`src/smc_pkg.sv`:
```
// package: constants and types of the static memory lane controller
`default_nettype none
package smc_pkg;
    localparam int NUM_CS     = 8;
    localparam int CS_W       = 3;
    localparam int ADDR_W     = 26;
    localparam int DATA_W     = 32;
    localparam int LANES      = 4;
    localparam int TIME_W     = 6;
    localparam int PAGE_LSB   = 5;                  // 32-byte page
    localparam logic [CS_W-1:0]   BOOT_CS   = 3'h0;
    localparam logic [TIME_W-1:0] SLOW_SETUP = 6'h01;
    localparam logic [TIME_W-1:0] SLOW_PULSE = 6'h02;
    localparam logic [TIME_W-1:0] SLOW_HOLD  = 6'h01;
    localparam logic [TIME_W-1:0] TIME_ONE   = 6'h01;
    localparam logic [TIME_W-1:0] TIME_ZERO  = 6'h00;
    localparam logic [LANES-1:0]  LANES_OFF  = 4'hF;
    localparam logic [NUM_CS-1:0] CS_OFF     = 8'hFF;
    localparam logic [NUM_CS-1:0] CS_ONE     = 8'h01;

    typedef enum logic [1:0] {
        WIDTH_8  = 2'h0,
        WIDTH_16 = 2'h1,
        WIDTH_32 = 2'h2
    } smc_width_type;

    typedef enum logic {
        BAT_SELECT = 1'h0,
        BAT_WRITE  = 1'h1
    } smc_bat_type;

    typedef enum logic [1:0] {
        SIZE_BYTE = 2'h0,
        SIZE_HALF = 2'h1,
        SIZE_WORD = 2'h2
    } smc_size_type;

    typedef enum logic [3:0] {
        ST_IDLE  = 4'h1,
        ST_SETUP = 4'h2,
        ST_PULSE = 4'h4,
        ST_HOLD  = 4'h8
    } smc_state_type;

    // boot chip select must come up in a mode it can boot from
    localparam smc_width_type RST_WIDTH = WIDTH_16;
    localparam smc_bat_type   RST_BAT   = BAT_SELECT;
endpackage : smc_pkg
`default_nettype wire

```
`src/smc_lane_if.sv`:
```
// interface: lane mapping request and shared pin values
`default_nettype none
interface smc_lane_if;
    import smc_pkg::*;
    smc_width_type width;
    smc_bat_type   byte_access_type;
    smc_size_type  size;
    logic [1:0]    addr_lo;
    logic          active;
    logic          wr_pulse;
    logic          pin_a0_bs0;
    logic          pin_we_wr0;
    logic          pin_bw1_bs1;
    logic          pin_a1_bw2_bs2;
    logic          pin_bw3_bs3;

    modport ctrl (output width, byte_access_type, size, addr_lo, active, wr_pulse,
                  input pin_a0_bs0, pin_we_wr0, pin_bw1_bs1, pin_a1_bw2_bs2, pin_bw3_bs3);
    modport map (input width, byte_access_type, size, addr_lo, active, wr_pulse,
                 output pin_a0_bs0, pin_we_wr0, pin_bw1_bs1, pin_a1_bw2_bs2, pin_bw3_bs3);
endinterface : smc_lane_if
`default_nettype wire

```
`src/smc_lane_map.sv`:
```
// module: byte lane mask and shared control pin multiplexing
`default_nettype none
module smc_lane_map
    import smc_pkg::*;
(
    smc_lane_if.map lane
);
    logic [LANES-1:0] mask;
    logic [LANES-1:0] bs_n;
    logic [LANES-1:0] wr_n;

    // lanes touched by the access, from size and low address bits
    always_comb begin
        mask = 4'h1;
        if (lane.width == WIDTH_16) begin
            if (lane.size == SIZE_BYTE) begin
                mask = lane.addr_lo[0] ? 4'h2 : 4'h1;                 // RULE20
            end else begin
                mask = 4'h3;
            end
        end else if (lane.width == WIDTH_32) begin
            if (lane.size == SIZE_BYTE) begin
                mask = 4'(4'h1 << lane.addr_lo);                       // RULE20
            end else if (lane.size == SIZE_HALF) begin
                mask = lane.addr_lo[1] ? 4'hC : 4'h3;
            end else begin
                mask = 4'hF;
            end
        end
    end

    // selects follow the address; writes strobe only in the pulse
    assign bs_n = lane.active ? ~mask : LANES_OFF;                     // RULE18
    assign wr_n = lane.wr_pulse ? ~mask : LANES_OFF;                   // RULE19

    // shared pins: only one strobe family is live per chip select
    always_comb begin
        if (lane.width == WIDTH_8) begin
            lane.pin_a0_bs0     = lane.addr_lo[0];                     // RULE11
            lane.pin_we_wr0     = ~lane.wr_pulse;                      // RULE13
            lane.pin_bw1_bs1    = 1'b1;                                // RULE13
            lane.pin_a1_bw2_bs2 = lane.addr_lo[1];                     // RULE12
            lane.pin_bw3_bs3    = 1'b1;                                // RULE13
        end else if (lane.byte_access_type == BAT_SELECT) begin
            lane.pin_a0_bs0     = bs_n[0];                             // RULE8
            lane.pin_we_wr0     = ~lane.wr_pulse;                      // RULE8
            lane.pin_bw1_bs1    = bs_n[1];
            lane.pin_a1_bw2_bs2 = (lane.width == WIDTH_32) ? bs_n[2] : lane.addr_lo[1];
            lane.pin_bw3_bs3    = (lane.width == WIDTH_32) ? bs_n[3] : 1'b1;   // RULE10
        end else begin
            lane.pin_a0_bs0     = 1'b1;                                // RULE11
            lane.pin_we_wr0     = wr_n[0];                             // RULE7
            lane.pin_bw1_bs1    = wr_n[1];                             // RULE7
            lane.pin_a1_bw2_bs2 = (lane.width == WIDTH_32) ? wr_n[2] : lane.addr_lo[1];
            lane.pin_bw3_bs3    = (lane.width == WIDTH_32) ? wr_n[3] : 1'b1;   // RULE10
        end
    end
endmodule : smc_lane_map
`default_nettype wire

```
`src/smc_phase_timer.sv`:
```
// module: down counter that times one access phase
`default_nettype none
module smc_phase_timer #(
    parameter int W = 6
) (
    // clock and reset
    input  wire logic         i_clk,
    input  wire logic         i_rst,
    // load and status
    input  wire logic         i_load,
    input  wire logic [W-1:0] i_value,
    output logic              o_done
);
    logic [W-1:0] cnt_q;

    // reload wins; otherwise count down and rest at zero
    always_ff @(posedge i_clk or posedge i_rst) begin
        if (i_rst) begin
            cnt_q <= '0;
        end else if (i_load) begin
            cnt_q <= i_value;
        end else if (cnt_q != '0) begin
            cnt_q <= cnt_q - W'(1);
        end
    end

    assign o_done = (cnt_q == '0);
endmodule : smc_phase_timer
`default_nettype wire

```
`src/smc_static_mem_ctrl.sv`:
```
// module: static memory controller pin side with lane mapping
// How it works
// RULE1: eight active-low chip selects, 26-bit address bus, one window each.
// RULE2: 64 Mbyte window per select through address lines 25..0.
// RULE3: full address always driven; small memories wrap in the window.
// RULE4: per-select data width of 8, 16 or 32 bits.
// RULE5: low address bits go unused as the width grows.
// RULE6: 16/32-bit selects pick byte-write or byte-select access.
// RULE7: byte-write: one write strobe per lane, one read strobe.
// RULE8: byte-select: one select per lane, one read and one write enable.
// RULE9: boot select never takes byte-write access.
// RULE10: one strobe family live per chip select.
// RULE11: pin 0 is A0 on 8-bit, select 0 in select mode, else idle.
// RULE12: A1 pin is A1 on 8/16-bit, strobe 2 or select 2 on 32-bit.
// RULE13: 8-bit: shared pin acts as write enable, lane 1/3 pins idle.
// RULE14: a low wait request stretches the access in progress.
// RULE15: slow clock mode uses fixed slow strobe timing.
// RULE16: page mode reads skip setup for hits within a 32-byte page.
// RULE17: all selects and strobes active low; wait active low.
// RULE18: byte selects change together with the address.
// RULE19: byte write strobes share timing with the write enable.
// RULE20: only lanes the access covers are strobed.
`default_nettype none
module smc_static_mem_ctrl
    import smc_pkg::*;
(
    // clock and reset
    input  wire logic                I_CLOCK,
    input  wire logic                I_RST,
    // access request from the system side
    input  wire logic                i_REQ_VALID,
    output logic                     o_REQ_READY,
    input  wire logic                i_REQ_WRITE,
    input  wire logic [CS_W-1:0]     i_REQ_CS,
    input  wire logic [ADDR_W-1:0]   i_REQ_ADDR,
    input  wire logic [1:0]          i_REQ_SIZE,
    input  wire logic [DATA_W-1:0]   i_REQ_WDATA,
    // access completion
    output logic                     o_RSP_VALID,
    output logic [DATA_W-1:0]        o_RSP_RDATA,
    // per chip select mode setting load
    input  wire logic                i_MODE_WR,
    input  wire logic [CS_W-1:0]     i_MODE_CS,
    input  wire logic [1:0]          i_MODE_BUS_WIDTH_SEL,
    input  wire logic                i_MODE_BYTE_ACCESS_TYPE,
    input  wire logic                i_MODE_PAGE_EN,
    // strobe timing, in clock cycles
    input  wire logic [TIME_W-1:0]   i_RD_SETUP,
    input  wire logic [TIME_W-1:0]   i_RD_PULSE,
    input  wire logic [TIME_W-1:0]   i_RD_HOLD,
    input  wire logic [TIME_W-1:0]   i_WR_SETUP,
    input  wire logic [TIME_W-1:0]   i_WR_PULSE,
    input  wire logic [TIME_W-1:0]   i_WR_HOLD,
    input  wire logic [TIME_W-1:0]   i_PAGE_PULSE,
    input  wire logic                i_SLOW_CLOCK,
    // status
    output logic                     o_BUSY,
    output logic [1:0]               o_CUR_WIDTH,
    output logic                     o_CUR_BYTE_ACCESS_TYPE,
    // external memory pins
    output logic [NUM_CS-1:0]        o_CHIP_SEL_N,
    output logic                     o_READ_STROBE_N,
    output logic                     o_WE_BYTE_WRITE0_N,
    output logic                     o_A0_BYTE_SEL0_N,
    output logic                     o_BYTE_WRITE1_SEL1_N,
    output logic                     o_A1_BYTE_WRITE2_SEL2_N,
    output logic                     o_BYTE_WRITE3_SEL3_N,
    output logic [ADDR_W-1:2]        o_ADDR,
    input  wire logic [DATA_W-1:0]   i_DATA,
    output logic [DATA_W-1:0]        o_DATA,
    output logic                     o_DATA_OE_N,
    input  wire logic                i_WAIT_REQ_N
);

    smc_width_type  width_q [NUM_CS];
    smc_bat_type    bat_q [NUM_CS];
    logic           page_en_q [NUM_CS];

    smc_state_type  state_q;
    smc_state_type  state_d;

    logic                  wr_q;
    logic [CS_W-1:0]       cs_q;
    logic [ADDR_W-1:0]     addr_q;
    smc_size_type          size_q;
    logic                  hit_q;

    logic                  page_valid_q;
    logic [CS_W-1:0]       page_cs_q;
    logic [ADDR_W-1:PAGE_LSB] page_tag_q;

    logic                  accept;
    logic                  sel_wr;
    logic [CS_W-1:0]       sel_cs;
    logic [ADDR_W-1:0]     sel_addr;
    smc_size_type          sel_size;
    logic                  sel_hit;
    logic                  page_hit;

    logic [TIME_W-1:0]     setup_val;
    logic [TIME_W-1:0]     pulse_val;
    logic [TIME_W-1:0]     hold_val;

    logic                  tmr_load;
    logic [TIME_W-1:0]     tmr_value;
    logic                  tmr_done;
    logic                  pulse_end;

    smc_lane_if lane ();

    // mode settings; the boot select can never take byte-write access
    always_ff @(posedge I_CLOCK or posedge I_RST) begin
        if (I_RST) begin
            for (int i = 0; i < NUM_CS; i++) begin
                width_q[i]   <= RST_WIDTH;
                bat_q[i]     <= RST_BAT;
                page_en_q[i] <= 1'b0;
            end
        end else if (i_MODE_WR) begin
            width_q[i_MODE_CS]   <= smc_width_type'(i_MODE_BUS_WIDTH_SEL); // RULE4
            page_en_q[i_MODE_CS] <= i_MODE_PAGE_EN; // RULE16
            if (i_MODE_CS == BOOT_CS) begin
                bat_q[i_MODE_CS] <= BAT_SELECT; // RULE9
            end else begin
                bat_q[i_MODE_CS] <= smc_bat_type'(i_MODE_BYTE_ACCESS_TYPE); // RULE6
            end
        end
    end

    // a new access is taken only between accesses
    assign o_REQ_READY = (state_q == ST_IDLE);
    assign accept      = i_REQ_VALID && o_REQ_READY;
    assign o_BUSY      = (state_q != ST_IDLE);

    // page hit: same chip select, same 32-byte page, read after a page read
    assign page_hit = !i_REQ_WRITE && !i_SLOW_CLOCK && page_en_q[i_REQ_CS]
                      && page_valid_q && (page_cs_q == i_REQ_CS)
                      && (page_tag_q == i_REQ_ADDR[ADDR_W-1:PAGE_LSB]);      // RULE16

    // the access being started or the one in flight
    always_comb begin
        if (state_q == ST_IDLE) begin
            sel_wr   = i_REQ_WRITE;
            sel_cs   = i_REQ_CS;
            sel_addr = i_REQ_ADDR;
            sel_size = smc_size_type'(i_REQ_SIZE);
            sel_hit  = page_hit;
        end else begin
            sel_wr   = wr_q;
            sel_cs   = cs_q;
            sel_addr = addr_q;
            sel_size = size_q;
            sel_hit  = hit_q;
        end
    end

    // request capture, full address kept for the whole access
    always_ff @(posedge I_CLOCK or posedge I_RST) begin
        if (I_RST) begin
            wr_q    <= 1'b0;
            cs_q    <= '0;
            addr_q  <= '0;
            size_q  <= SIZE_BYTE;
            hit_q   <= 1'b0;
        end else if (accept) begin
            wr_q    <= i_REQ_WRITE;
            cs_q    <= i_REQ_CS;
            addr_q  <= i_REQ_ADDR; // RULE3
            size_q  <= smc_size_type'(i_REQ_SIZE);
            hit_q   <= page_hit;
        end
    end

    // page tracking: any write or non-page access drops the open page
    always_ff @(posedge I_CLOCK or posedge I_RST) begin
        if (I_RST) begin
            page_valid_q <= 1'b0;
            page_cs_q    <= '0;
            page_tag_q   <= '0;
        end else if (accept) begin
            page_valid_q <= !i_REQ_WRITE && page_en_q[i_REQ_CS] && !i_SLOW_CLOCK;
            page_cs_q    <= i_REQ_CS;
            page_tag_q   <= i_REQ_ADDR[ADDR_W-1:PAGE_LSB];
        end
    end

    // phase lengths; slow clock mode overrides what software set
    always_comb begin
        if (i_SLOW_CLOCK) begin
            setup_val = SLOW_SETUP; // RULE15
            pulse_val = SLOW_PULSE; // RULE15
            hold_val  = SLOW_HOLD; // RULE15
        end else if (sel_wr) begin
            setup_val = i_WR_SETUP;
            pulse_val = i_WR_PULSE;
            hold_val  = i_WR_HOLD;
        end else if (sel_hit) begin
            setup_val = TIME_ZERO; // RULE16
            pulse_val = i_PAGE_PULSE;
            hold_val  = i_RD_HOLD;
        end else begin
            setup_val = i_RD_SETUP;
            pulse_val = i_RD_PULSE;
            hold_val  = i_RD_HOLD;
        end
        // a null pulse would be undefined, so it is run as one cycle
        if (pulse_val == TIME_ZERO) begin
            pulse_val = TIME_ONE;
        end
    end

    smc_phase_timer #(
        .W (TIME_W)
    ) u_timer (
        .i_clk   (I_CLOCK),
        .i_rst   (I_RST),
        .i_load  (tmr_load),
        .i_value (tmr_value),
        .o_done  (tmr_done)
    );

    // the pulse only ends once its count is spent and no wait is held
    assign pulse_end = tmr_done && i_WAIT_REQ_N; // RULE14

    // access sequencer: setup, pulse, hold
    always_comb begin
        state_d   = state_q;
        tmr_load  = 1'b0;
        tmr_value = TIME_ZERO;
        case (state_q)
            ST_IDLE: begin
                if (accept) begin
                    tmr_load = 1'b1;
                    if (setup_val != TIME_ZERO) begin
                        state_d   = ST_SETUP;
                        tmr_value = setup_val - TIME_ONE;
                    end else begin
                        state_d   = ST_PULSE;
                        tmr_value = pulse_val - TIME_ONE;
                    end
                end
            end
            ST_SETUP: begin
                if (tmr_done) begin
                    state_d   = ST_PULSE;
                    tmr_load  = 1'b1;
                    tmr_value = pulse_val - TIME_ONE;
                end
            end
            ST_PULSE: begin
                if (pulse_end) begin // RULE14
                    if (hold_val != TIME_ZERO) begin
                        state_d   = ST_HOLD;
                        tmr_load  = 1'b1;
                        tmr_value = hold_val - TIME_ONE;
                    end else begin
                        state_d = ST_IDLE;
                    end
                end
            end
            ST_HOLD: begin
                if (tmr_done) begin
                    state_d = ST_IDLE;
                end
            end
            default: begin
                state_d = ST_IDLE;
            end
        endcase
    end

    always_ff @(posedge I_CLOCK or posedge I_RST) begin
        if (I_RST) begin
            state_q <= ST_IDLE;
        end else begin
            state_q <= state_d;
        end
    end

    // lane mapping is driven from the next state so pins line up with it
    assign lane.width    = width_q[sel_cs];
    assign lane.byte_access_type      = bat_q[sel_cs];
    assign lane.size     = sel_size;
    assign lane.addr_lo  = sel_addr[1:0];
    assign lane.active   = (state_d != ST_IDLE);
    assign lane.wr_pulse = (state_d == ST_PULSE) && sel_wr; // RULE19

    smc_lane_map u_lane_map (
        .lane (lane)
    );

    // chip select and address pins, registered and active low
    always_ff @(posedge I_CLOCK or posedge I_RST) begin
        if (I_RST) begin
            o_CHIP_SEL_N <= CS_OFF;
            o_ADDR       <= '0;
        end else begin
            if (state_d != ST_IDLE) begin
                o_CHIP_SEL_N <= ~(NUM_CS'(CS_ONE << sel_cs)); // RULE1
            end else begin
                o_CHIP_SEL_N <= CS_OFF; // RULE17
            end
            if (accept) begin
                o_ADDR <= i_REQ_ADDR[ADDR_W-1:2]; // RULE2
            end
        end
    end

    // strobe pins; the shared low address pins load every edge, while o_ADDR loads only on accept
    always_ff @(posedge I_CLOCK or posedge I_RST) begin
        if (I_RST) begin
            o_READ_STROBE_N         <= 1'b1;
            o_WE_BYTE_WRITE0_N      <= 1'b1;
            o_A0_BYTE_SEL0_N        <= 1'b1;
            o_BYTE_WRITE1_SEL1_N    <= 1'b1;
            o_A1_BYTE_WRITE2_SEL2_N <= 1'b1;
            o_BYTE_WRITE3_SEL3_N    <= 1'b1;
        end else begin
            o_READ_STROBE_N         <= !((state_d == ST_PULSE) && !sel_wr);  // RULE17
            o_WE_BYTE_WRITE0_N      <= lane.pin_we_wr0;                      // RULE13
            o_A0_BYTE_SEL0_N        <= lane.pin_a0_bs0;                      // RULE5
            o_BYTE_WRITE1_SEL1_N    <= lane.pin_bw1_bs1;
            o_A1_BYTE_WRITE2_SEL2_N <= lane.pin_a1_bw2_bs2;                  // RULE5
            o_BYTE_WRITE3_SEL3_N    <= lane.pin_bw3_bs3;                     // RULE10
        end
    end

    // write data is driven for the whole write access
    always_ff @(posedge I_CLOCK or posedge I_RST) begin
        if (I_RST) begin
            o_DATA      <= '0;
            o_DATA_OE_N <= 1'b1;
        end else begin
            if (accept && i_REQ_WRITE) begin
                o_DATA <= i_REQ_WDATA;
            end
            o_DATA_OE_N <= !((state_d != ST_IDLE) && sel_wr);
        end
    end

    // read data is caught on the edge that raises the read strobe
    always_ff @(posedge I_CLOCK or posedge I_RST) begin
        if (I_RST) begin
            o_RSP_RDATA <= '0;
        end else if ((state_q == ST_PULSE) && pulse_end && !wr_q) begin
            o_RSP_RDATA <= i_DATA;
        end
    end

    // completion pulse in the first idle cycle, set on the edge the access leaves its last phase
    always_ff @(posedge I_CLOCK or posedge I_RST) begin
        if (I_RST) begin
            o_RSP_VALID <= 1'b0;
        end else begin
            o_RSP_VALID <= (state_q != ST_IDLE) && (state_d == ST_IDLE);
        end
    end

    // status mirrors the mode of the chip select in use
    always_ff @(posedge I_CLOCK or posedge I_RST) begin
        if (I_RST) begin
            o_CUR_WIDTH            <= RST_WIDTH;
            o_CUR_BYTE_ACCESS_TYPE <= RST_BAT;
        end else begin
            o_CUR_WIDTH            <= width_q[sel_cs];
            o_CUR_BYTE_ACCESS_TYPE <= bat_q[sel_cs];
        end
    end

endmodule : smc_static_mem_ctrl
`default_nettype wire

```
`config.mk`:
```
export PLATFORM = sky130hd
export DESIGN_NAME = smc_static_mem_ctrl
export DESIGN_NICKNAME = d
export VERILOG_FILES = /design/src/smc_pkg.sv /design/src/smc_lane_if.sv /design/src/smc_lane_map.sv /design/src/smc_phase_timer.sv /design/src/smc_static_mem_ctrl.sv
export SDC_FILE = /design/constraint.sdc
export NUM_CORES = 1
export LEC_CHECK = 0
export BUFFER_PORTS_ARGS = -buffer_cell sky130_fd_sc_hd__buf_2
export CORE_MARGIN = 5
export CORE_UTILIZATION = 40
export CTS_CLUSTER_SIZE = 10
export DETAILED_ROUTE_END_ITERATION = 7
export GPL_TIMING_DRIVEN = 0
export HOLD_SLACK_MARGIN = 0.03
export PLACE_DENSITY = 0.79
export REMOVE_ABC_BUFFERS = 1
export SETUP_SLACK_MARGIN = 0.05
export SLEW_MARGIN = 10
export SYNTH_ARGS = -nofsm -noshare
export SYNTH_HDL_FRONTEND = slang
export SYNTH_HIERARCHICAL = 1
export SYNTH_SLANG_ARGS = --single-unit
```
`constraint.sdc`:
```
create_clock -name I_CLOCK -period 5.09 [get_ports I_CLOCK]
set_input_delay 1.018 -clock I_CLOCK [delete_from_list [all_inputs] [get_ports I_CLOCK]]
set_output_delay 1.018 -clock I_CLOCK [all_outputs]
set_load 0.02 [all_outputs]
```
==> flow_metrics.py, run 1 <==
metrics = {
    "global_route": {
        "antenna_found_initial": 5,
        "gr-total-overflow": 0,
        "grt_usage_pct": 20.3,
        "grt_pass1_vias": 6913,
        "grt_max_degree": 116,
        "grt_pass1_wl_mm": 35.7,
    },
    "hold_path": {
        "whs_path_depth": 2,
        "min_from": "o_ADDR[2]$_DFFE_PP0P_",
        "holdPathEnd": "o_ADDR[2]$_DFFE_PP0P_",
        "hp-class": "register to register",
    },
    "logic_synthesis": {
        "syn_area_um2": 7870,
        "yosysWarnings": 6,
        "yosys-top-cells-area": "dfrtp_1 43%, mux2_2 14%, dfstp_2 8.3%",
        "ys.flop_type": "dfrtp_1",
        "synth_largest_area_cell": "dfrtp_1",
        "syn_inst": 725,
        "yosysTopAreaCellShare_pct": 42.6,
        "synth-edff-count": 0,
        "syn_avg_cell_area_um2": 10.9,
        "ys_ff_latch": 159,
        "synthArstFlopShare_pct": 100,
        "yosysSeqAreaShare_pct": 51.0,
        "ys_types": 77,
    },
    "cells_and_area": {
        "drive_gt1_share_pct": 45.5,
        "fin_cells": 1259,
        "final_net_count": 1135,
        "final_common_cell": "buf_2",
        "fin_util_pct": 51.9,
        "area_growth_pct": 28.0,
        "final_area_um2": 10100,
        "nFillCells": 1773,
        "mostFrequentLayoutCells": "259 x buf_2, 153 x nand2_1, 134 x dfrtp_1, 98 x mux2_2, 25 x dfstp_2",
    },
    "cts": {
        "root_buffer": "clkbuf_16",
        "cts_setup_buffers": 0,
        "cts_inserted_buffers": 17,
        "cts_tree": "done",
        "cts_resized": 0,
        "clockBufferDepth": 2,
        "clk_pin_slew_worst_paths_ps": 70,
        "htreeDepth": 4,
        "clock_latency_ps": 430,
        "hold_buffers": 0,
        "clock-sinks": 159,
    },
    "setup_path": {
        "path_cells": "buf_2 > or2_2 > a221oi_1 > nand3_1 > or3_4 > nand2_1 > a311o_1 > nor2_1 > a31o_2 > inv_1 > ha_1 > o31a_2 > a211o_1 > o211ai_1 > a21o_1 > a221o_1",
        "cpMaxStageDelayCell": "or3_4",
        "ff2ff_setup_slack_ps": 660,
        "ff2ff_path_depth": 15,
        "cp.buffers_inverters": 2,
        "crit_fanout": 25,
        "r2r_end": "u_timer/cnt_q[4]$_DFFE_PP0P_",
        "critPathRequiredTime_ps": 5390,
        "cp_top_family": "compound AO/OA/AOI/OAI gates",
        "cp.arrival_ps": 4880,
        "timing.rr.start": "state_q[0]$_DFF_PP1_",
        "critPathMaxStageDelay_ps": 480,
        "path_class": "input port to register",
        "cp-end-kind": "register",
        "critPathLaunchType": "input port",
    },
    "timing": {
        "maxSlewViolCount": 0,
        "clock_skew_ps": 14.3,
        "rsz0062_at_grt": "no",
        "tightestPinTransition_ps": 1150,
        "tns_ps": 0,
        "fin_crit_ps": 4580,
        "hold_violations": 0,
        "slew_headroom_pct": 22.5,
        "max_freq_ghz": 0.218,
        "post-route-period-util_pct": 90.0,
        "holdWs_ps": 470,
        "setup_viol": 0,
    },
    "detailed_routing": {
        "ant_nets": 0,
        "wl_mm": 22.5,
        "num_vias": 6567,
        "dr.pass1.iters": 5,
        "post_drt_wl_per_cell_um": 17.8,
        "drt_iter0_drc": 419,
        "drc_errors": 0,
        "via_per_inst": 5.22,
    },
    "floorplanning": {
        "coreArea_um2": 19400,
        "die_y_um": 150,
        "dieArea_um2": 22600,
        "fp.dieW_um": 150,
        "initial_core_util_pct": 40.6,
        "num_rows": 51,
        "ioPinCount": 260,
    },
    "power_and_ir_drop": {
        "p_per_area_nw_per_um2": 574,
        "irDropWorstVdd_mv": 0.345,
        "cellLeakagePower_nw": 4.89,
    },
    "place": {
        "gp_congestion": 0.904,
        "numPortBuffers": 259,
        "place_inst": 1225,
        "dp_hpwl_mm": 16.9,
        "placed_area_um2": 9470,
    },
    "job": {
        "cap_violations": 0,
    },
    "status": {
        "status": "completed",
    },
}
==> state kept, by name, summed over array words and instances (netlist names), 2 cells and up <==
signal	flops
o_CUR_WIDTH	2
page_tag_q	21
o_DATA	32
page_cs_q	3
size_q	2
o_ADDR	3
o_RSP_RDATA	32
width_q	16
o_CHIP_SEL_N	8
state_q	4
bat_q	8
page_en_q	8
u_timer/cnt_q	6
addr_q	2
==> where the power goes <==
| group | switching, W | internal [W] |
|---|---|---|
| sequential | 0.000270 | 0.00172 |
| clock | 0.000572 | 0.000709 |
| combinational | 0.00154 | 0.000970 |
==> cells by family after synthesis <==
family	after synthesis	synth area share [%]
buffers and inverters	41	2.21
adders and majority gates	5	0.795
AOI/OAI and AO/OA	109	10.3
xor gates and xnor gates	30	3.44
DFF	159	51.0
and+or+nand+nor	273	16.6
muxes	108	15.7
==> worst register-to-register path, cell delays in order, from the launching register on <==
cell and delay, ps:
dfstp_2 580, or4b_4 610, inv_2 330, nand3_1 260, or3_4 480, nand2_1 250
a311o_1 340, nor2_1 110, a31o_2 260, inv_1 60, ha_1 160, o31a_2 170
a211o_1 130, o211ai_1 90, a21o_1 180, a221o_1 310
==> cells in the mapped netlist (2+ instances only) <==
| library cell | n |
|---|---|
| nand3b_1 | 3 |
| xor2_1 | 11 |
| nand4b_1 | 4 |
| o221ai_1 | 3 |
| buf_4 | 2 |
| or3_4 | 3 |
| nand4_1 | 5 |
| nor2b_1 | 7 |
| o22ai_1 | 3 |
| o21a_1 | 2 |
| nor2_2 | 2 |
| dfrtp_1 | 134 |
| o21ai_0 | 14 |
| nor3_1 | 20 |
| a21o_1 | 5 |
| nor3b_1 | 2 |
| nand2b_1 | 12 |
| a22oi_1 | 7 |
| or2_2 | 3 |
| a22o_1 | 8 |
| nor2_1 | 21 |
| nor4_1 | 6 |
| nand2_1 | 155 |
| buf_1 | 7 |
| mux2_2 | 98 |
| a221o_1 | 3 |
| o21ai_1 | 6 |
| o211ai_1 | 6 |
| buf_2 | 4 |
| dfstp_2 | 25 |
| a31o_2 | 4 |
| a21oi_1 | 12 |
| inv_2 | 2 |
| ha_1 | 5 |
| and2_1 | 5 |
| xnor2_1 | 18 |
| mux2i_1 | 8 |
| clkbuf_1 | 13 |
| nand3_1 | 11 |
| inv_1 | 12 |
| o31ai_1 | 8 |
| o311ai_1 | 2 |
| a31oi_1 | 10 |
==> metal layers <==
metal / vias to the layer above / global-route usage (%) / part of all wire [%]
li1: 3094 / - / -
met1: 3120 / 24.4 / 39
met2: 304 / 33.6 / 49
met3: 41 / 7.38 / 10
met4: 8 / 7.18 / 2.3
met5: - / 0 / 0.20
==> worst max path at each step <==
stage	slack, ps	depth (start not counted)	start	end
2_1_floorplan	-8	1	I_RST	addr_q[0]$_DFFE_PP0P_
3_3_place_gp	-1990	2	I_RST	o_RSP_RDATA[9]$_DFFE_PP0P_
3_5_place_dp	110	16	i_SLOW_CLOCK	u_timer/cnt_q[4]$_DFFE_PP0P_
4_1_cts	550	16	i_SLOW_CLOCK	u_timer/cnt_q[4]$_DFFE_PP0P_
5_1_grt	270	16	i_SLOW_CLOCK	o_BYTE_WRITE3_SEL3_N$_DFF_PP1_
6_report	510	16	i_SLOW_CLOCK	u_timer/cnt_q[4]$_DFFE_PP0P_
==> per-stage QoR <==
stage	worst slack [ps]	total power [W]
after floorplan	-8.07	0.00367
after global placement	-1990	0.00442
after detailed placement	110	0.00453
after CTS	549	0.00583
after global routing	273	0.00618
final	508	0.00578
==> final cells by class <==
class	instances	area [um2]	area share (%)
sequential	159	4010	39.8
multi-input combinational	525	3700	36.7
timing repair buffer	262	1370	13.6
clock buffer	19	443	4.40
tap	265	332	3.29
clock inverter	13	150	1.49
inverter	14	60.1	0.596
antenna	2	5.00	0.0497
No activity file was read; power rests on OpenSTA's default activity.
==> run 2: changes to the inputs <==
Settings changed: ABC_AREA set to 1, PLACE_DENSITY 0.79 to 0.76.
Clock period 5.09 ns to 4.7 ns, I/O delays scaled along.
==> flow_metrics.py, run 2 <==
metrics = {
    "logic_synthesis": {
        "synth_largest_area_cell": "dfrtp_1",
        "synthArstFlopShare_pct": 100,
        "syn_avg_cell_area_um2": 8.54,
        "yosysSeqAreaShare_pct": 49.1,
        "yosysTopAreaCellShare_pct": 41.1,
        "ys.flop_type": "dfrtp_1",
        "synth_most_common_cell": "nand2_1",
        "synthTopCellsByCount": "280 x nand2_1, 134 x dfrtp_1, 114 x inv_1",
        "syn_inst": 955,
        "yosys-top-cells-area": "dfrtp_1 41%, nand2_1 13%, mux2_2 9.0%",
        "ys_types": 51,
        "yosysWarnings": 6,
        "syn_area_um2": 8160,
        "ys_ff_latch": 159,
        "synth-edff-count": 0,
    },
    "setup_path": {
        "cp-end-kind": "register",
        "critPathMaxStageDelay_ps": 530,
        "startpoint": "state_q[0]$_DFF_PP1_",
        "ff2ff_setup_slack_ps": 500,
        "crit_fanout": 25,
        "ff2ff_path_depth": 16,
        "critPathRequiredTime_ps": 5040,
        "timing.rr.start": "state_q[0]$_DFF_PP1_",
        "r2r_end": "o_A1_BYTE_WRITE2_SEL2_N$_DFF_PP1_",
        "path_cells": "inv_2 > nor3_4 > inv_4 > o21ai_4 > inv_4 > a21oi_2 > ha_1 > nand3_2 > o21ai_2 > nand3_1 > nor3_1 > nand2_1 > o21ai_1 > nand4_1 > o21ai_0 > inv_1",
        "path_class": "register to register",
        "cpMaxStageDelayCell": "dfstp_2",
        "cpMostUsedCell": "inv_4",
        "cp.arrival_ps": 4540,
        "critPathLaunchType": "register",
    },
    "cells_and_area": {
        "mostFrequentLayoutCells": "277 x nand2_1, 259 x buf_2, 134 x dfrtp_1, 113 x inv_1, 72 x o21ai_0",
        "nFillCells": 1898,
        "final_net_count": 1371,
        "drive_gt1_share_pct": 35.6,
        "final_common_cell": "nand2_1",
        "area_growth_pct": 27.0,
        "fin_util_pct": 51.4,
        "reg_top3": "o_DATA: 32 flops, o_RSP_RDATA: 32 flops, page_tag_q: 21 flops",
    },
    "place": {
        "numPortBuffers": 259,
        "pre_cts_ws_ps": 283,
        "gp_congestion": 0.868,
        "dp_hpwl_mm": 16.5,
    },
    "detailed_routing": {
        "via_per_inst": 4.77,
        "drc_errors": 0,
        "wl_mm": 21.7,
        "dr.pass1.iters": 5,
        "post_drt_wl_per_cell_um": 14.5,
        "ant_nets": 0,
        "drt_iter0_drc": 462,
        "num_vias": 7145,
    },
    "power_and_ir_drop": {
        "p_total_w": 0.00697,
        "irDropWorstVdd_mv": 0.324,
        "p_per_area_nw_per_um2": 673,
        "cellLeakagePower_nw": 5.56,
    },
    "timing": {
        "holdWs_ps": 472,
        "clock_skew_ps": 10.7,
        "slew_headroom_pct": 46.3,
        "tightestPinTransition_ps": 803,
        "fin_crit_ps": 4200,
        "post-route-period-util_pct": 89.4,
        "maxSlewViolCount": 0,
        "max_freq_ghz": 0.238,
        "setup_slack_ps": 498,
        "setup_viol": 0,
        "hold_violations": 0,
        "tns_ps": 0,
        "rsz0062_at_grt": "no",
    },
    "floorplanning": {
        "ioPinCount": 260,
        "initial_core_util_pct": 40.5,
        "die_y_um": 153,
        "coreArea_um2": 20200,
        "fp.dieW_um": 153,
        "num_rows": 52,
        "dieArea_um2": 23400,
    },
    "cts": {
        "htreeDepth": 4,
        "clock_latency_ps": 420,
        "cts_inserted_buffers": 17,
        "clockBufferDepth": 2,
        "clk_pin_slew_worst_paths_ps": 60,
        "cts_tree": "done",
        "cts_setup_buffers": 0,
        "root_buffer": "clkbuf_16",
        "clock-sinks": 159,
        "hold_buffers": 0,
        "cts_resized": 0,
    },
    "global_route": {
        "grt_pass1_wl_mm": 35.9,
        "grt_pass1_vias": 7163,
        "gr-total-overflow": 0,
        "grt_max_degree": 83,
        "antenna_found_initial": 1,
        "grt_usage_pct": 18.6,
    },
    "hold_path": {
        "min_from": "bat_q[7]$_DFFE_PP0P_",
        "whs_path_depth": 2,
        "hp-class": "register to register",
        "holdPathEnd": "bat_q[7]$_DFFE_PP0P_",
    },
    "job": {
        "cap_violations": 0,
    },
    "status": {
        "status": "completed",
    },
}
==> run 2: cell count changes after synthesis, moves of 9 or more <==
| cell | delta |
|---|---|
| inv_1 | +102 |
| nand2b_1 | -12 |
| nand2_1 | +125 |
| o21ai_0 | +58 |
| inv_2 | +9 |
| nor3_1 | -17 |
| nor2_1 | +41 |
| nand3_1 | +52 |
| mux2_2 | -33 |
| xnor2_1 | -13 |
==> run 2: metal layers <==
layer / up-vias / global-route usage (%) / part of all wire [%]
met2: 210 / 31.4 / 50
met5: - / 0 / 0
met1: 3339 / 23.6 / 42
li1: 3571 / - / -
met3: 25 / 4.92 / 6.2
met4: 0 / 5.47 / 1.6
==> run 2: per-stage QoR <==
step,cells,area (um2)
final,1499,10400
after global routing,1499,10400
after CTS,1498,10400
after detailed placement,1466,9750
after global placement,1464,9690
after floorplan,935,8060
==> run 2: final cells by class <==
cell class              count  area (um2)  area share [%]
clock buffers              18         439            4.24
multi-input cells         648        3570            34.4
flip-flops and latches    159        4010            38.7
clock inverters            14         171            1.65
inverters                 128         493            4.76
repair buffers            261        1340            13.0
diodes                      1        2.50          0.0241
well taps                 270         338            3.26
==> run 2: power by group <==
part / switching (W) / leakage, nW / internal, W
Sequential: 0.000304 / 1.96 / 0.00193
Clock: 0.000604 / 0.297 / 0.000817
Combinational: 0.00218 / 3.30 / 0.00114
==> run 2: worst max path at each step <==
stage | to | slack [ps] | depth (start not counted)
finish | o_A1_BYTE_WRITE2_SEL2_N$_DFF_PP1_ | 500 | 16
floorplan | addr_q[0]$_DFFE_PP0P_ | -320 | 1
global route | o_A1_BYTE_WRITE2_SEL2_N$_DFF_PP1_ | 240 | 16
detailed placement | o_A1_BYTE_WRITE2_SEL2_N$_DFF_PP1_ | 280 | 22
CTS | o_A1_BYTE_WRITE2_SEL2_N$_DFF_PP1_ | 540 | 16
global placement | bat_q[5]$_DFFE_PP0P_ | -2260 | 2
==> run 2: critical path: cells and delay by family, from the launching register on <==
family          cells  cell delay [ps]
simple gates        6             1440
compound gates      5             1310
buf+inv             4              600
flops               1              530
fa+ha+maj           1              240
==> run 2: kinds of logic after synthesis <==
kind of cell / synth area share [%]
and+or+nand+nor: 23.7
adders and majority gates: 0.767
buffers and inverters: 7.21
DFF: 49.1
AOI/OAI and AO/OA: 9.15
xor gates and xnor gates: 1.07
muxes: 8.97
==> run 3: changes to the inputs <==
Settings changed: ABC_AREA 1 to unset, PLACE_DENSITY 0.76 to 0.77.
==> flow_metrics.py, run 3 (same netlist as run 1, synthesis figures left out) <==
metrics = {
    "cells_and_area": {
        "fin_util_pct": 51.9,
        "mostFrequentLayoutCells": "259 x buf_2, 153 x nand2_1, 134 x dfrtp_1, 98 x mux2_2, 25 x dfstp_2",
        "multiInputGateArea_um2": 3710,
        "drive_gt1_share_pct": 45.7,
        "final_common_cell": "buf_2",
        "area_growth_pct": 28.0,
        "num_antenna_cells": 0,
        "reg_top3": "o_DATA: 32 flops, o_RSP_RDATA: 32 flops, page_tag_q: 21 flops",
        "nFillCells": 1773,
        "regArea_um2": 4010,
        "final_net_count": 1135,
    },
    "cts": {
        "cts_tree": "done",
        "htreeDepth": 4,
        "cts_inserted_buffers": 17,
        "clockBufferDepth": 2,
        "cts_resized": 0,
        "clk_pin_slew_worst_paths_ps": 70,
        "hold_buffers": 0,
        "root_buffer": "clkbuf_16",
        "clock-sinks": 159,
        "clock_latency_ps": 420,
        "cts_setup_buffers": 0,
    },
    "setup_path": {
        "critPathRequiredTime_ps": 4990,
        "path_cells": "or4b_4 > inv_2 > nand3_1 > or3_4 > nand2_1 > a311o_1 > nor2_1 > a31o_2 > inv_1 > ha_1 > o31a_2 > a211o_1 > o211ai_1 > a21o_1 > a221o_1",
        "cpMaxStageDelayCell": "or4b_4",
        "critPathMaxStageDelay_ps": 610,
        "crit_fanout": 17,
        "critPathLaunchType": "register",
        "path_class": "register to register",
        "cp_top_family": "simple AND/OR/NAND/NOR gates",
        "cp-end-kind": "register",
        "cp.buffers_inverters": 2,
        "cp.arrival_ps": 4710,
    },
    "detailed_routing": {
        "drt_iter0_drc": 354,
        "wl_mm": 21.5,
        "post_drt_wl_per_cell_um": 17.1,
        "dr.pass1.iters": 5,
        "ant_nets": 0,
        "num_vias": 6442,
        "via_per_inst": 5.12,
        "drc_errors": 0,
    },
    "timing": {
        "max_freq_ghz": 0.226,
        "clock_skew_ps": 16.2,
        "slew_headroom_pct": 21.7,
        "setup_viol": 0,
        "rsz0062_at_grt": "no",
        "setup_slack_ps": 283,
        "holdWs_ps": 474,
        "post-route-period-util_pct": 94.0,
        "fin_crit_ps": 4420,
        "tns_ps": 0,
        "hold_violations": 0,
        "maxSlewViolCount": 0,
        "tightestPinTransition_ps": 1160,
    },
    "global_route": {
        "grt_pass1_vias": 6687,
        "grt_usage_pct": 19.3,
        "grt_pass1_wl_mm": 34.4,
        "antenna_found_initial": 2,
        "gr-total-overflow": 0,
        "grt_max_degree": 80,
    },
    "hold_path": {
        "hp-class": "register to register",
    },
    "power_and_ir_drop": {
        "combPwrFrac_pct": 43.6,
        "p_per_area_nw_per_um2": 617,
        "p_total_w": 0.00621,
        "sw_frac_of_total_pct": 41.7,
        "seq_power_share_pct": 34.5,
        "cellLeakagePower_nw": 4.90,
        "irDropWorstVdd_mv": 0.360,
        "clock_power_share_pct": 21.9,
        "power.internal_w": 0.00362,
        "p_switching_w": 0.00259,
    },
    "job": {
        "cap_violations": 0,
    },
    "place": {
        "numPortBuffers": 259,
        "dp_hpwl_mm": 16.1,
        "pre_cts_ws_ps": -213,
        "gp_congestion": 0.871,
    },
    "floorplanning": {
        "die_y_um": 150,
        "ioPinCount": 260,
        "num_rows": 51,
        "fp.dieW_um": 150,
        "initial_core_util_pct": 40.6,
        "dieArea_um2": 22600,
        "coreArea_um2": 19400,
    },
    "status": {
        "status": "completed",
    },
}
## run 3: power by group through the flow
| stage | clock [W] | combinational [W] | sequential [W] |
|---|---|---|---|
| detailed placement | 0 | 0.00271 | 0.00216 |
| global placement | 0 | 0.00266 | 0.00214 |
| global route | 0.00147 | 0.00297 | 0.00221 |
| finish | 0.00136 | 0.00271 | 0.00214 |
| CTS | 0.00140 | 0.00272 | 0.00215 |
| floorplan | 0 | 0.00145 | 0.00253 |
## run 3: final cells by class
| class | count | share of cell area [%] |
|---|---|---|
| repair buffers | 262 | 13.5 |
| clock buffers | 17 | 4.23 |
| multi-input cells | 525 | 36.9 |
| flip-flops and latches | 159 | 39.8 |
| inverters | 14 | 0.597 |
| well taps | 265 | 3.29 |
| clock inverters | 15 | 1.65 |
## run 3: path summary, 6_finish.rpt
kind	from	to	slack, ps	depth (start not counted)
setup reg to reg	state_q[0]$_DFF_PP1_	u_timer/cnt_q[4]$_DFFE_PP0P_	280	15
hold reg to reg	o_ADDR[2]$_DFFE_PP0P_	o_ADDR[2]$_DFFE_PP0P_	470	2
setup / recovery	state_q[0]$_DFF_PP1_	u_timer/cnt_q[4]$_DFFE_PP0P_	280	15
min in group asynchronous	I_RST	u_timer/cnt_q[2]$_DFFE_PP0P_	480	2
max in group asynchronous	I_RST	width_q[4]$_DFFE_PP1P_	3310	3
hold / removal	o_ADDR[2]$_DFFE_PP0P_	o_ADDR[2]$_DFFE_PP0P_	470	2
## run 3: through the flow
step                cell area, um2  std cells
global route                 10100       1257
global placement              9370       1222
detailed placement            9460       1225
floorplan                     7750        698
finish                       10100       1257
CTS                          10100       1257
## run 3: worst reg2reg max path, delay by kind of cell, from the launching register on
family | cells | cell delay [ps]
buffers and inverters | 2 | 400
adders and majority gates | 1 | 160
DFF | 1 | 580
AOI/OAI and AO/OA | 7 | 1450
and+or+nand+nor | 5 | 1680
## run 3: routing by layer
metal	part of all wire, %	vias to the layer above	global-route usage (%)
li1	-	3080	-
met1	41	3078	23.8
met2	48	253	31.9
met3	9.4	27	7.01
met4	1.8	4	5.81
met5	0.13	-	0
